File: config.mk
export PLATFORM = sky130hd
export DESIGN_NAME = dhsc_top
export DESIGN_NICKNAME = d
export VERILOG_FILES = /design/src/design/dhsc_pkg.sv /design/src/design/dhsc_chan.sv /design/src/design/dhsc_top.sv
export VERILOG_INCLUDE_DIRS = /design/src /design/src/design
export SDC_FILE = /design/constraint.sdc
export NUM_CORES = 1
export LEC_CHECK = 0
export ABC_AREA = 1
export BUFFER_PORTS_ARGS = -buffer_cell sky130_fd_sc_hd__clkbuf_2
export CORE_ASPECT_RATIO = 0.75
export CORE_MARGIN = 3
export CORE_UTILIZATION = 40
export DETAILED_ROUTE_END_ITERATION = 10
export GPL_ROUTABILITY_DRIVEN = 0
export HOLD_SLACK_MARGIN = 0.12
export SYNTH_ARGS = -nofsm -noshare
export SYNTH_HDL_FRONTEND = slang
export SYNTH_SLANG_ARGS = --single-unit
export TNS_END_PERCENT = 10
File: constraint.sdc
create_clock -name mclk -period 2.11 [get_ports mclk]
set_clock_uncertainty 0.05 [all_clocks]
set_input_delay 0.422 -clock mclk [delete_from_list [all_inputs] [get_ports mclk]]
set_output_delay 0.422 -clock mclk [all_outputs]
set_load 0.1 [all_outputs]
File: src/design/dhsc_regs.svh
// Constants for the differential hot-swap connect block
`ifndef DHSC_REGS_SVH
`define DHSC_REGS_SVH

`define DHSC_CLK_HZ 40000000
`define DHSC_CYC_PER_US (`DHSC_CLK_HZ / 1000000)
`define DHSC_T_REF_US 1000
`define DHSC_T_TERM_US 10000
`define DHSC_T_IDLE_US 100
`define DHSC_TMR_W 20

`define DHSC_IN_W 13
`define DHSC_B_SCL 0
`define DHSC_B_SDA 1
`define DHSC_B_CP 2
`define DHSC_B_CM 3
`define DHSC_B_DP 4
`define DHSC_B_DM 5
`define DHSC_B_TERM_LO 6
`define DHSC_B_TERM_HI 9
`define DHSC_B_EN 10
`define DHSC_B_SUP 11
`define DHSC_B_REF 12

`define DHSC_IN_RST 13'h0000
`define DHSC_RX_RST 1'h1

`endif

File: src/design/dhsc_pkg.sv
// Types for the differential hot-swap connect block
package dhsc_pkg;

	typedef enum logic [2:0] {
		SEQ_OFF = 3'b000,
		SEQ_REF = 3'b001,
		SEQ_TERM = 3'b010,
		SEQ_SETTLE = 3'b011,
		SEQ_ARMED = 3'b100,
		SEQ_JOINED = 3'b101
	} dhsc_seq_t;

	typedef enum logic [1:0] {
		CH_IDLE = 2'b00,
		CH_TO_DIFF = 2'b01,
		CH_TO_CARD = 2'b10,
		CH_GUARD = 2'b11
	} dhsc_dir_t;

endpackage

File: src/design/dhsc_chan.sv
// One channel: picks the flow direction from bus activity
`timescale 1ns/1ps
`default_nettype none

module dhsc_chan (
	input wire logic mclk,
	input wire logic rst_b,
	input wire logic joined,
	input wire logic card_low,
	input wire logic diff_low,
	output logic drv_card,
	output logic drv_diff
);
	import dhsc_pkg::*;

	typedef struct packed {
		dhsc_dir_t dir;
		logic drv_card_q;
		logic drv_diff_q;
	} dhsc_chan_st_t;

	dhsc_chan_st_t s;
	dhsc_chan_st_t n;

	always_comb begin
		n = s;
		if (!joined) begin
			n.dir = CH_IDLE;
		end else begin
			unique case (s.dir)
				CH_IDLE: begin
					if (diff_low) begin
						n.dir = CH_TO_CARD; // RULE16
					end else if (card_low) begin
						n.dir = CH_TO_DIFF; // RULE1
					end
				end
				CH_TO_CARD: begin
					if (!diff_low) begin
						n.dir = CH_GUARD;
					end
				end
				CH_TO_DIFF: begin
					if (!card_low) begin
						n.dir = CH_GUARD;
					end
				end
				// Let our own released level settle before listening again
				CH_GUARD: begin
					if (!card_low && !diff_low) begin
						n.dir = CH_IDLE; // RULE2
					end
				end
			endcase
		end
		n.drv_card_q = (n.dir == CH_TO_CARD);
		n.drv_diff_q = (n.dir == CH_TO_DIFF); // RULE2
	end

	always_ff @(posedge mclk or negedge rst_b) begin
		if (!rst_b) begin
			s <= '{dir: CH_IDLE, drv_card_q: 1'h0, drv_diff_q: 1'h0};
		end else begin
			s <= n;
		end
	end

	assign drv_card = s.drv_card_q;
	assign drv_diff = s.drv_diff_q;

	a_dir_exclusive: assert property (@(posedge mclk) disable iff (!rst_b) // RULE2
		!(drv_card && drv_diff))
		else $error("channel drives both sides");

	a_split_drops: assert property (@(posedge mclk) disable iff (!rst_b) // RULE4
		!joined |=> !drv_card && !drv_diff)
		else $error("channel still drives after split");

	a_rx_pulls_card: assert property (@(posedge mclk) disable iff (!rst_b) // RULE16
		joined && s.dir == CH_IDLE && diff_low |=> drv_card)
		else $error("differential low not passed to card side");

endmodule // dhsc_chan
`default_nettype wire

File: src/design/dhsc_top.sv
// Hot-swap connect control between a card-side bus and a differential bus
// Notes on behaviour
// RULE1 - Flow direction chosen from bus activity only
// RULE2 - Each channel transmits or receives, never both
// RULE3 - Plus above minus is HIGH, reversed LOW
// RULE4 - Enable LOW forbids and breaks the join
// RULE5 - Join needs enable, power, STOP or idle
// RULE6 - Outside party toggles enable only when idle
// RULE7 - All outputs released while powering up
// RULE8 - References stable start 1 ms timer
// RULE9 - Valid termination starts the second timer
// RULE10 - After 10 ms arm detection, stay unjoined
// RULE11 - Join only after full enable sequence
// RULE12 - Join on idle time or STOP
// RULE13 - Loss of link or power reruns sequence
// RULE14 - Common mode ignored, only difference matters
// RULE15 - Enable is active HIGH, default on
// RULE16 - Received differential LOW pulls card line
// RULE17 - STOP is data rising while clock HIGH
// RULE18 - Bus idle time is a parameter
`timescale 1ns/1ps
`default_nettype none
`include "dhsc_regs.svh"

module dhsc_top #(
	parameter int unsigned P_REF_CYC = `DHSC_T_REF_US * `DHSC_CYC_PER_US,
	parameter int unsigned P_TERM_CYC = `DHSC_T_TERM_US * `DHSC_CYC_PER_US,
	parameter int unsigned P_IDLE_CYC = `DHSC_T_IDLE_US * `DHSC_CYC_PER_US
) (
	input wire logic mclk,
	input wire logic rst_b,
	input wire logic ref_ok,
	input wire logic supply_ok,
	input wire logic en,
	input wire logic card_scl_in,
	input wire logic card_sda_in,
	input wire logic diff_clock_plus_in,
	input wire logic diff_clock_minus_in,
	input wire logic diff_data_plus_in,
	input wire logic diff_data_minus_in,
	input wire logic [1:0] minus_below_lim,
	input wire logic [1:0] plus_above_lim,
	output logic card_scl_out,
	output logic card_scl_oe,
	output logic card_sda_out,
	output logic card_sda_oe,
	output logic diff_clock_plus_out,
	output logic diff_clock_plus_oe,
	output logic diff_clock_minus_out,
	output logic diff_clock_minus_oe,
	output logic diff_data_plus_out,
	output logic diff_data_plus_oe,
	output logic diff_data_minus_out,
	output logic diff_data_minus_oe,
	output logic joined,
	output logic hot_swap_ready
);
	import dhsc_pkg::*;

	localparam int TW = `DHSC_TMR_W;
	localparam int IW = `DHSC_IN_W;
	localparam logic [TW-1:0] REF_END = TW'(P_REF_CYC - 1);
	localparam logic [TW-1:0] TERM_END = TW'(P_TERM_CYC - 1);
	localparam logic [TW-1:0] IDLE_END = TW'(P_IDLE_CYC - 1);

	typedef struct packed {
		logic [IW-1:0] s1;
		logic [IW-1:0] s2;
		logic [IW-1:0] s3;
		logic [IW-1:0] f;
		logic ck_st;
		logic da_st;
		logic da_prev;
		dhsc_seq_t seq;
		logic [TW-1:0] tmr;
		logic [TW-1:0] idle;
		logic stop_seen;
		logic scl_oe;
		logic sda_oe;
		logic cp_oe;
		logic cm_oe;
		logic dp_oe;
		logic dm_oe;
		logic lo_q;
		logic hi_q;
		logic joined_q;
		logic ready_q;
	} dhsc_top_st_t;

	dhsc_top_st_t s;
	dhsc_top_st_t n;

	logic [IW-1:0] raw;
	logic [1:0] drv_card;
	logic [1:0] drv_diff;
	logic [1:0] card_low;
	logic [1:0] diff_low;
	logic pwr_ok;
	logic term_ok;
	logic bus_idle;
	logic idle_done;
	logic card_hi;
	logic stop_ev;
	logic start_ev;
	logic lost;
	logic jn;

	assign raw = {ref_ok, supply_ok, en, plus_above_lim, minus_below_lim,
		diff_data_minus_in, diff_data_plus_in, diff_clock_minus_in,
		diff_clock_plus_in, card_sda_in, card_scl_in};

	assign pwr_ok = s.f[`DHSC_B_REF] && s.f[`DHSC_B_SUP];
	assign term_ok = &s.f[`DHSC_B_TERM_HI:`DHSC_B_TERM_LO]; // RULE9
	assign bus_idle = s.ck_st && s.da_st;
	assign idle_done = (s.idle == IDLE_END);
	assign card_hi = s.f[`DHSC_B_SCL] && s.f[`DHSC_B_SDA];
	assign stop_ev = s.ck_st && !s.da_prev && s.da_st; // RULE17
	assign start_ev = s.ck_st && s.da_prev && !s.da_st;
	assign lost = !term_ok && bus_idle;

	assign card_low = ~{s.f[`DHSC_B_SDA], s.f[`DHSC_B_SCL]};
	assign diff_low = ~{s.da_st, s.ck_st};

	// Direction logic per channel, clock then data
	genvar gi;
	generate
		for (gi = 0; gi < 2; gi++) begin : g_chan
			dhsc_chan u_chan (
				.mclk(mclk),
				.rst_b(rst_b),
				.joined(s.seq == SEQ_JOINED),
				.card_low(card_low[gi]),
				.diff_low(diff_low[gi]),
				.drv_card(drv_card[gi]),
				.drv_diff(drv_diff[gi])
			);
		end
	endgenerate

	always_comb begin
		n = s;
		// Pin inputs: a change counts once stages two and three agree
		n.s1 = raw;
		n.s2 = s.s1;
		n.s3 = s.s2;
		n.f = (s.s2 & s.s3) | (s.f & (s.s2 ^ s.s3));

		// Receivers: sign of the difference only
		if (s.f[`DHSC_B_CP] && !s.f[`DHSC_B_CM]) begin
			n.ck_st = 1'h1; // RULE3
		end else if (!s.f[`DHSC_B_CP] && s.f[`DHSC_B_CM]) begin
			n.ck_st = 1'h0; // RULE3
		end
		if (s.f[`DHSC_B_DP] && !s.f[`DHSC_B_DM]) begin
			n.da_st = 1'h1; // RULE14
		end else if (!s.f[`DHSC_B_DP] && s.f[`DHSC_B_DM]) begin
			n.da_st = 1'h0; // RULE14
		end
		n.da_prev = s.da_st;

		unique case (s.seq)
			SEQ_OFF: begin
				if (pwr_ok) begin
					n.seq = SEQ_REF; // RULE8
					n.tmr = '0;
				end
			end
			SEQ_REF: begin
				if (s.tmr == REF_END) begin
					n.seq = SEQ_TERM; // RULE8
				end else begin
					n.tmr = s.tmr + 1'h1;
				end
			end
			SEQ_TERM: begin
				if (term_ok) begin
					n.seq = SEQ_SETTLE; // RULE9
					n.tmr = '0;
				end
			end
			SEQ_SETTLE: begin
				if (!term_ok) begin
					n.seq = SEQ_TERM;
				end else if (s.tmr == TERM_END) begin
					n.seq = SEQ_ARMED; // RULE10
				end else begin
					n.tmr = s.tmr + 1'h1;
				end
			end
			SEQ_ARMED: begin
				// Enable HIGH means connect; a floating pin reads HIGH
				if (s.f[`DHSC_B_EN] && (idle_done || (s.stop_seen && card_hi))) begin
					n.seq = SEQ_JOINED; // RULE5 RULE11 RULE12 RULE15
				end
			end
			SEQ_JOINED: begin
				// Enable is expected to move only while the bus is idle
				if (!s.f[`DHSC_B_EN]) begin
					n.seq = SEQ_ARMED; // RULE4 RULE6
				end
			end
			default: begin
				n.seq = SEQ_OFF;
			end
		endcase
		if (!pwr_ok || (lost && (s.seq == SEQ_ARMED || s.seq == SEQ_JOINED))) begin
			n.seq = SEQ_OFF; // RULE13
		end

		// Stop and idle detection run only while armed
		if (s.seq == SEQ_ARMED) begin
			if (!bus_idle) begin
				n.idle = '0;
			end else if (!idle_done) begin
				n.idle = s.idle + 1'h1; // RULE18
			end
			if (stop_ev) begin
				n.stop_seen = 1'h1; // RULE17
			end else if (start_ev) begin
				n.stop_seen = 1'h0;
			end
		end else begin
			n.idle = '0;
			n.stop_seen = 1'h0;
		end

		jn = (n.seq == SEQ_JOINED);
		n.joined_q = jn;
		n.ready_q = (n.seq == SEQ_ARMED) || jn;
		n.scl_oe = jn && drv_card[0]; // RULE7
		n.sda_oe = jn && drv_card[1];
		n.cp_oe = jn && drv_diff[0]; // RULE2
		n.cm_oe = jn && drv_diff[0];
		n.dp_oe = jn && drv_diff[1];
		n.dm_oe = jn && drv_diff[1];
		n.lo_q = 1'h0;
		n.hi_q = 1'h1;
	end

	always_ff @(posedge mclk or negedge rst_b) begin
		if (!rst_b) begin
			s <= '0;
			s.s1 <= `DHSC_IN_RST;
			s.s2 <= `DHSC_IN_RST;
			s.s3 <= `DHSC_IN_RST;
			s.f <= `DHSC_IN_RST;
			s.ck_st <= `DHSC_RX_RST;
			s.da_st <= `DHSC_RX_RST;
			s.da_prev <= `DHSC_RX_RST;
			s.seq <= SEQ_OFF;
		end else begin
			s <= n;
		end
	end

	// Driving LOW: plus pulled down, minus pulled up
	assign card_scl_out = s.lo_q;
	assign card_sda_out = s.lo_q;
	assign card_scl_oe = s.scl_oe;
	assign card_sda_oe = s.sda_oe;
	assign diff_clock_plus_out = s.lo_q;
	assign diff_clock_minus_out = s.hi_q;
	assign diff_data_plus_out = s.lo_q;
	assign diff_data_minus_out = s.hi_q;
	assign diff_clock_plus_oe = s.cp_oe;
	assign diff_clock_minus_oe = s.cm_oe;
	assign diff_data_plus_oe = s.dp_oe;
	assign diff_data_minus_oe = s.dm_oe;
	assign joined = s.joined_q;
	assign hot_swap_ready = s.ready_q;

	a_no_join_off: assert property (@(posedge mclk) disable iff (!rst_b) // RULE4
		!s.f[`DHSC_B_EN] |=> !joined)
		else $error("joined while enable low");

	a_pins_released: assert property (@(posedge mclk) disable iff (!rst_b) // RULE7
		!joined |-> !(card_scl_oe || card_sda_oe || diff_clock_plus_oe ||
			diff_clock_minus_oe || diff_data_plus_oe || diff_data_minus_oe))
		else $error("pin driven while not joined");

	a_ref_timer: assert property (@(posedge mclk) disable iff (!rst_b) // RULE8
		$past(s.seq) == SEQ_REF && s.seq == SEQ_TERM |-> $past(s.tmr) == REF_END)
		else $error("reference timer ended early");

	a_settle_timer: assert property (@(posedge mclk) disable iff (!rst_b) // RULE10
		$past(s.seq) == SEQ_SETTLE && s.seq == SEQ_ARMED |-> $past(s.tmr) == TERM_END)
		else $error("termination timer ended early");

	a_join_from_arm: assert property (@(posedge mclk) disable iff (!rst_b) // RULE11
		$rose(joined) |-> $past(s.seq) == SEQ_ARMED && $past(s.f[`DHSC_B_EN]))
		else $error("join without armed sequence");

	a_join_cause: assert property (@(posedge mclk) disable iff (!rst_b) // RULE12
		$rose(joined) && !$past(idle_done) |-> $past(s.stop_seen) && $past(card_hi))
		else $error("join without stop or idle");

	a_rx_decode: assert property (@(posedge mclk) disable iff (!rst_b) // RULE3
		s.f[`DHSC_B_DP] && !s.f[`DHSC_B_DM] |=> s.da_st)
		else $error("data pair decode wrong");

	a_link_lost: assert property (@(posedge mclk) disable iff (!rst_b) // RULE13
		s.seq == SEQ_JOINED && lost |=> s.seq == SEQ_OFF ##1 !joined)
		else $error("link loss did not restart sequence");

endmodule // dhsc_top
`default_nettype wire

==> impl_metrics.toml, run 1 <==
[synth]
yosysMostFrequentCell = "nand2_1"
synth_top_area_cell = "dfrtp_1"
ys_async_sr_fraction_pct = 100
ys_seq_elements = 114
synthTopCellsByArea = "dfrtp_1 (53%), nand2_1 (9.7%), nor2_1 (6.6%)"
ys_types = 42
synth_area_sq_um = 5210
synth_seq_area_share_pct = 54.8
postSynthCellCount = 576
synth_ff_type = "dfrtp_1"
synth_edf_count = 0
yosysWarningCount = 0
yosysTopAreaCellShare_pct = 53.3
syn_avg_cell_area_sq_um = 9.05
synth_top_cells_by_count = "nand2_1 (134), dfrtp_1 (111), nor2_1 (91)"

[timing]
whs_ns = 0.296
min_period_ns = 1.97
fmax_mhz = 509
worst_pin_slew_ns = 0.552
max_slew_margin_pct = 63.3
setup_viol = 0
finalCritPeriodShare_pct = 93.2
tns_ns = 0
rsz0062_at_grt = "no"
drv_slew = 0
finalHoldViolations = 0

[die]
io_pins = 29
start_util_pct = 41.6
dieArea_sq_um = 14400
rows = 35
dieWidth_microns = 138
core_area_sq_um = 12500
die_y_microns = 105

[clock_tree]
clockBufferDepth = 2
path_clk_slew_ns = 0.05
cts_made_buffers = 17
cts_root_buf = "clkbuf_16"
clock-sinks = 114
htree_levels = 4
cts_tree = "built"
postCtsSetupBuffers = 0
clk_latency_ns = 0.41

[layout]
area_growth_pct = 20.9
diodes = 0
drive_above_1_share_pct = 15.0
filler_cell_count = 1184
layoutNonFillerInstCount = 811
final_nets = 664

[detailed_routing]
first_iter_violations = 369
antenna_left = 0
drcViolationCount = 0
dr.pass1.iters = 5
vias_per_cell = 4.76
dr_total_vias = 3863
wirelength_microns = 9890
detail_route.wl_per_cell_microns = 12.2

[power_and_ir_drop]
worst_ir_drop_vdd_mv = 0.712
p_per_area_nw_per_um2 = 864
power_leakage_nw = 2.99

[setup_path]
crit_required_ns = 2.35
crit_path_top_delay_cell = "dfrtp_2"
worst_setup_path_start_kind = "register"
path_cells = "ha_2 > inv_1 > nor2_4 > nand2_4 > nor2_4 > nand2_2 > a21oi_2 > nor2_1 > buf_4 > nand2_1 > nand2_1"
crit_fanout = 20
worstSetupPathType = "register to register"
arrival_ns = 2.21
crit_path_max_incr_delay_ns = 0.41
r2r-start = "s[31]$_DFFE_PN0P_"
cp-startpoint = "s[31]$_DFFE_PN0P_"
endpoint_kind = "register"

[place]
dp_hpwl_microns = 6910
portBuffers = 24
post-place-cells = 765

[worst_hold_path]
min-delay-start = "n[86]$_DFF_PN0_"
holdCritPathClass = "register to register"

[global_route]
grt_pass1_vias = 3667
grt_pass1_wl_microns = 17300
grt-ovfl-total = 0
antenna_found_initial = 0
grt.total_usage_pct = 15.1
grt_max_degree = 33

[outcome]
status = "finished clean"

[run]
maxCapViolations = 0
==> repair_timing <==
| action | in CTS | in global routing |
|---|---|---|
| gates resized for setup | 0 | 3 |
| hold buffers | 14 | 0 |
| setup endpoints to repair | 0 | 24 |
| hold endpoints to repair | 38 | 0 |
==> metrics by stage <==
stage	power (W)	cell area [sq um]	worst slack, ns	util, %
2_1_floorplan	0.00257	5220	0.314	-
3_3_place_gp	0.00268	5570	0.229	44.5
3_5_place_dp	0.00269	5570	0.0942	44.5
4_1_cts	0.00552	6290	0.0990	50.3
5_1_grt	0.00567	6300	0.000364	50.3
6_report	0.00544	6300	0.144	50.3
==> registers in the layout (all words and copies together) (netlist names), 2 cells and up <==
| signal | flops |
|---|---|
| g_chan.u_chan.drv_card | 2 |
| g_chan.u_chan.drv_diff | 2 |
| g_chan.u_chan.s | 4 |
| n | 27 |
| s | 72 |
==> per-layer routing <==
| metal | vias up | part of all wire [%] | GRT usage (%) |
|---|---|---|---|
| met4 | 0 | 0.85 | 4.30 |
| met2 | 91 | 43 | 21.3 |
| met5 | - | 0 | 0 |
| met1 | 1818 | 51 | 21.8 |
| li1 | 1946 | - | - |
| met3 | 8 | 5.4 | 5.29 |
==> critical path, delay by kind of cell, from the launching register on <==
| kind | cells | cell delay (ns) |
|---|---|---|
| buffers and inverters | 2 | 0.31 |
| adder cells (fa/ha/maj) | 1 | 0.22 |
| AO/OA/AOI/OAI | 1 | 0.13 |
| AND/OR/NAND/NOR | 7 | 0.74 |
| flip-flops | 1 | 0.41 |
==> where the power goes <==
group	switching, W	internal [W]	leakage (nW)	total (W)
combinational	0.000196	0.000121	1.24	0.000317
clock	0.00104	0.00173	0.284	0.00277
sequential	0.0000629	0.00229	1.46	0.00235
total	0.00130	0.00414	2.99	0.00544
==> cell type report <==
class / count / area, sq um / area share (%)
clock buffers: 20 / 467 / 7.41
flip-flops and latches: 114 / 2860 / 45.4
repair buffers: 49 / 395 / 6.27
well taps: 166 / 208 / 3.30
inverters: 59 / 221 / 3.51
clock inverters: 12 / 120 / 1.91
multi-input cells: 391 / 2030 / 32.2
==> kinds of logic (layout without fill, tap and decap cells) <==
| kind of cell | after synthesis | in the layout | share of synthesized area, % |
|---|---|---|---|
| compound gates | 68 | 68 | 8.21 |
| xor+xnor | 16 | 16 | 2.69 |
| fa+ha+maj | 17 | 17 | 4.08 |
| buf+inv | 74 | 140 | 6.48 |
| flops | 114 | 114 | 54.8 |
| mux | 1 | 1 | 0.216 |
| other cells | 2 | 5 | 0.144 |
| simple gates | 284 | 284 | 23.3 |
==> layout by cell type, fill, tap and decap left out, types with 16 or more instances in the layout <==
cell type / count
ha_1: 16
nor2_1: 91
clkbuf_2: 23
a21oi_1: 20
nand3_1: 20
dfrtp_1: 110
o21ai_0: 16
clkbuf_16: 17
nand2_1: 133
inv_1: 57
==> worst paths after layout <==
| kind | slack (ns) | to | cells after the start |
|---|---|---|---|
| worst max-delay path | 0.14 | s[37]$_DFFE_PN0P_ | 11 |
| worst min-delay path | 0.30 | n[73]$_DFF_PN0_ | 0 |
| worst max register to register | 0.14 | s[37]$_DFFE_PN0P_ | 11 |
| worst min register to register | 0.30 | n[73]$_DFF_PN0_ | 0 |
| max in group asynchronous | 0.98 | s[56]$_DFFE_PN1P_ | 3 |
| min in group asynchronous | 0.47 | s[21]$_DFFE_PN0P_ | 2 |
(Power assumes the default switching activity.)
==> run 2: changes to the inputs <==
--- a/config.mk
+++ b/config.mk
@@ -16,5 +16,6 @@
 export HOLD_SLACK_MARGIN = 0.12
 export SYNTH_ARGS = -nofsm -noshare
 export SYNTH_HDL_FRONTEND = slang
+export SYNTH_HIERARCHICAL = 1
 export SYNTH_SLANG_ARGS = --single-unit
 export TNS_END_PERCENT = 10
==> impl_metrics.toml, run 2 <==
[outcome]
status = "finished clean"

[die]
dieWidth_microns = 137
start_util_pct = 41.5
die_y_microns = 105
io_pins = 29
core_area_sq_um = 12500
rows = 35
dieArea_sq_um = 14400

[layout]
drive_above_1_share_pct = 13.6
final_common_cell = "nand2_1"
final_cell_mix = "nand2_1 (135), dfrtp_1 (111), nor2_1 (103)"
finalInstanceArea_sq_um = 6250
final_nets = 680
area_growth_pct = 20.7
top_register = "s"
largest_register_ffs = 72
diodes = 0

[synth]
synth_top_cells_by_count = "nand2_1 (135), dfrtp_1 (111), nor2_1 (103)"
synth_ff_type = "dfrtp_1"
synthTopCellsByArea = "dfrtp_1 (54%), nand2_1 (9.8%), nor2_1 (7.5%)"
synth_area_sq_um = 5180
ys_async_sr_fraction_pct = 100
ys_types = 32
postSynthCellCount = 594
syn_avg_cell_area_sq_um = 8.72
yosysWarningCount = 6
synth_top_area_cell = "dfrtp_1"
synth_seq_area_share_pct = 55.2
yosysTopAreaCellShare_pct = 53.6
ys_seq_elements = 114
synth_edf_count = 0
yosysMostFrequentCell = "nand2_1"

[global_route]
antenna_found_initial = 0
grt_max_degree = 42
grt_pass1_vias = 3817
grt.total_usage_pct = 15.5
grt_pass1_wl_microns = 17800
grt-ovfl-total = 0

[clock_tree]
cts_root_buf = "clkbuf_16"
clockBufferDepth = 2
cts_tree = "built"
htree_levels = 4
path_clk_slew_ns = 0.06
cts_made_buffers = 17
clock-sinks = 114
clk_latency_ns = 0.41

[timing]
drv_slew = 0
worst_pin_slew_ns = 0.540
finalCritPeriodShare_pct = 89.4
finalHoldViolations = 0
rsz0062_at_grt = "no"
min_period_ns = 1.89
max_slew_margin_pct = 64.1
fmax_mhz = 530
setup_viol = 0
tns_ns = 0

[power_and_ir_drop]
p_sw_w = 0.00132
power.internal_w = 0.00422
p_seq_share_pct = 42.2
swShare_pct = 23.8
power_leakage_nw = 2.87
p_per_area_nw_per_um2 = 887
worst_ir_drop_vdd_mv = 0.647
pwr-share-comb_pct = 6.1
pwr-share-clk_pct = 51.7

[run]
maxCapViolations = 0

[detailed_routing]
antenna_left = 0
detail_route.wl_per_cell_microns = 12.1
drcViolationCount = 0
wirelength_microns = 10000
dr_total_vias = 3956
first_iter_violations = 299
dr.pass1.iters = 5
vias_per_cell = 4.78

[setup_path]
crit_required_ns = 2.35
worst_setup_path_start_kind = "register"
crit_fanout = 18
worstSetupPathType = "register to register"
endpoint_kind = "register"
worstRegToRegCells = 11
arrival_ns = 2.12

[place]
dp_hpwl_microns = 6940
portBuffers = 24
placed_area_sq_um = 5510

[worst_hold_path]
holdCritPathClass = "register to register"
min_path_cells = 0
-- run 2: stage by stage --
stage	instances	setup slack, ns	utilization [%]	total power, W	hold WS [ns]
2_1_floorplan	597	0.314	-	0.00258	0.0764
3_3_place_gp	781	0.306	44.1	0.00268	0.282
3_5_place_dp	781	0.249	44.1	0.00270	0.286
4_1_cts	827	0.224	50.0	0.00561	0.299
5_1_grt	827	0.0184	50.1	0.00579	0.300
6_report	827	0.223	50.1	0.00554	0.298
-- run 2: repair_timing --
| action | in CTS | in global routing |
|---|---|---|
| buffers inserted | 0 | 0 |
| setup endpoints to repair | 0 | 6 |
| hold buffers | 14 | 0 |
| endpoints found under the hold margin | 34 | 0 |
| resized for setup | 0 | 1 |
-- run 2: critical path, stage by stage, from the launching register on --
cell	delay, ns
dfrtp_1	0.44
ha_2	0.25
nand2_1	0.06
inv_1	0.07
nand2_1	0.09
nor2_2	0.13
nand2_2	0.08
nand2_2	0.08
nand2_1	0.06
nand2_2	0.11
buf_4	0.21
o21ai_0	0.12
-- run 2: kinds of logic after synthesis --
family                     synth area share [%]
and+or+nand+nor                            23.8
DFF                                        55.2
buffers and inverters                      6.40
AOI/OAI and AO/OA                          7.83
adders and majority gates                  4.11
xor gates and xnor gates                   2.54
other                                     0.145
-- run 2: layout make-up --
| cell class | count | area (sq um) |
|---|---|---|
| Timing Repair Buffer | 46 | 348 |
| Tap cell | 166 | 208 |
| Multi-Input combinational cell | 407 | 2000 |
| Sequential cell | 114 | 2860 |
| Clock inverter | 13 | 148 |
| Inverter | 62 | 233 |
| Clock buffer | 19 | 453 |
| Fill cell | 1166 | 6230 |
-- run 2: final timing paths --
| path | start | endpoint | slack [ns] |
|---|---|---|---|
| worst max-delay path | s[31]$_DFFE_PN0P_ | s[44]$_DFFE_PN0P_ | 0.22 |
| worst min-delay path | n[90]$_DFF_PN0_ | n[77]$_DFF_PN0_ | 0.30 |
| worst max register to register | s[31]$_DFFE_PN0P_ | s[44]$_DFFE_PN0P_ | 0.22 |
| worst min register to register | n[90]$_DFF_PN0_ | n[77]$_DFF_PN0_ | 0.30 |
| max in group asynchronous | rst_b | s[13]$_DFFE_PN0P_ | 1.02 |
| min in group asynchronous | rst_b | s[29]$_DFFE_PN0P_ | 0.42 |
-- run 2: power by group through the flow --
stage | Combinational (W) | Clock [W] | Sequential (W)
CTS | 0.000342 | 0.00293 | 0.00234
floorplan | 0.000210 | 0 | 0.00237
detailed placement | 0.000319 | 0 | 0.00238
finish | 0.000337 | 0.00286 | 0.00234
global route | 0.000388 | 0.00305 | 0.00235
global placement | 0.000308 | 0 | 0.00238
-- run 2: layer usage --
layer  up-vias  GRT usage [%]  routed length [microns]
li1       1982              -                        -
met1      1866           22.9                     5200
met2       102           21.8                     4270
met3         6           5.20                      493
met4         0           4.34                       64
met5         -              0                        0
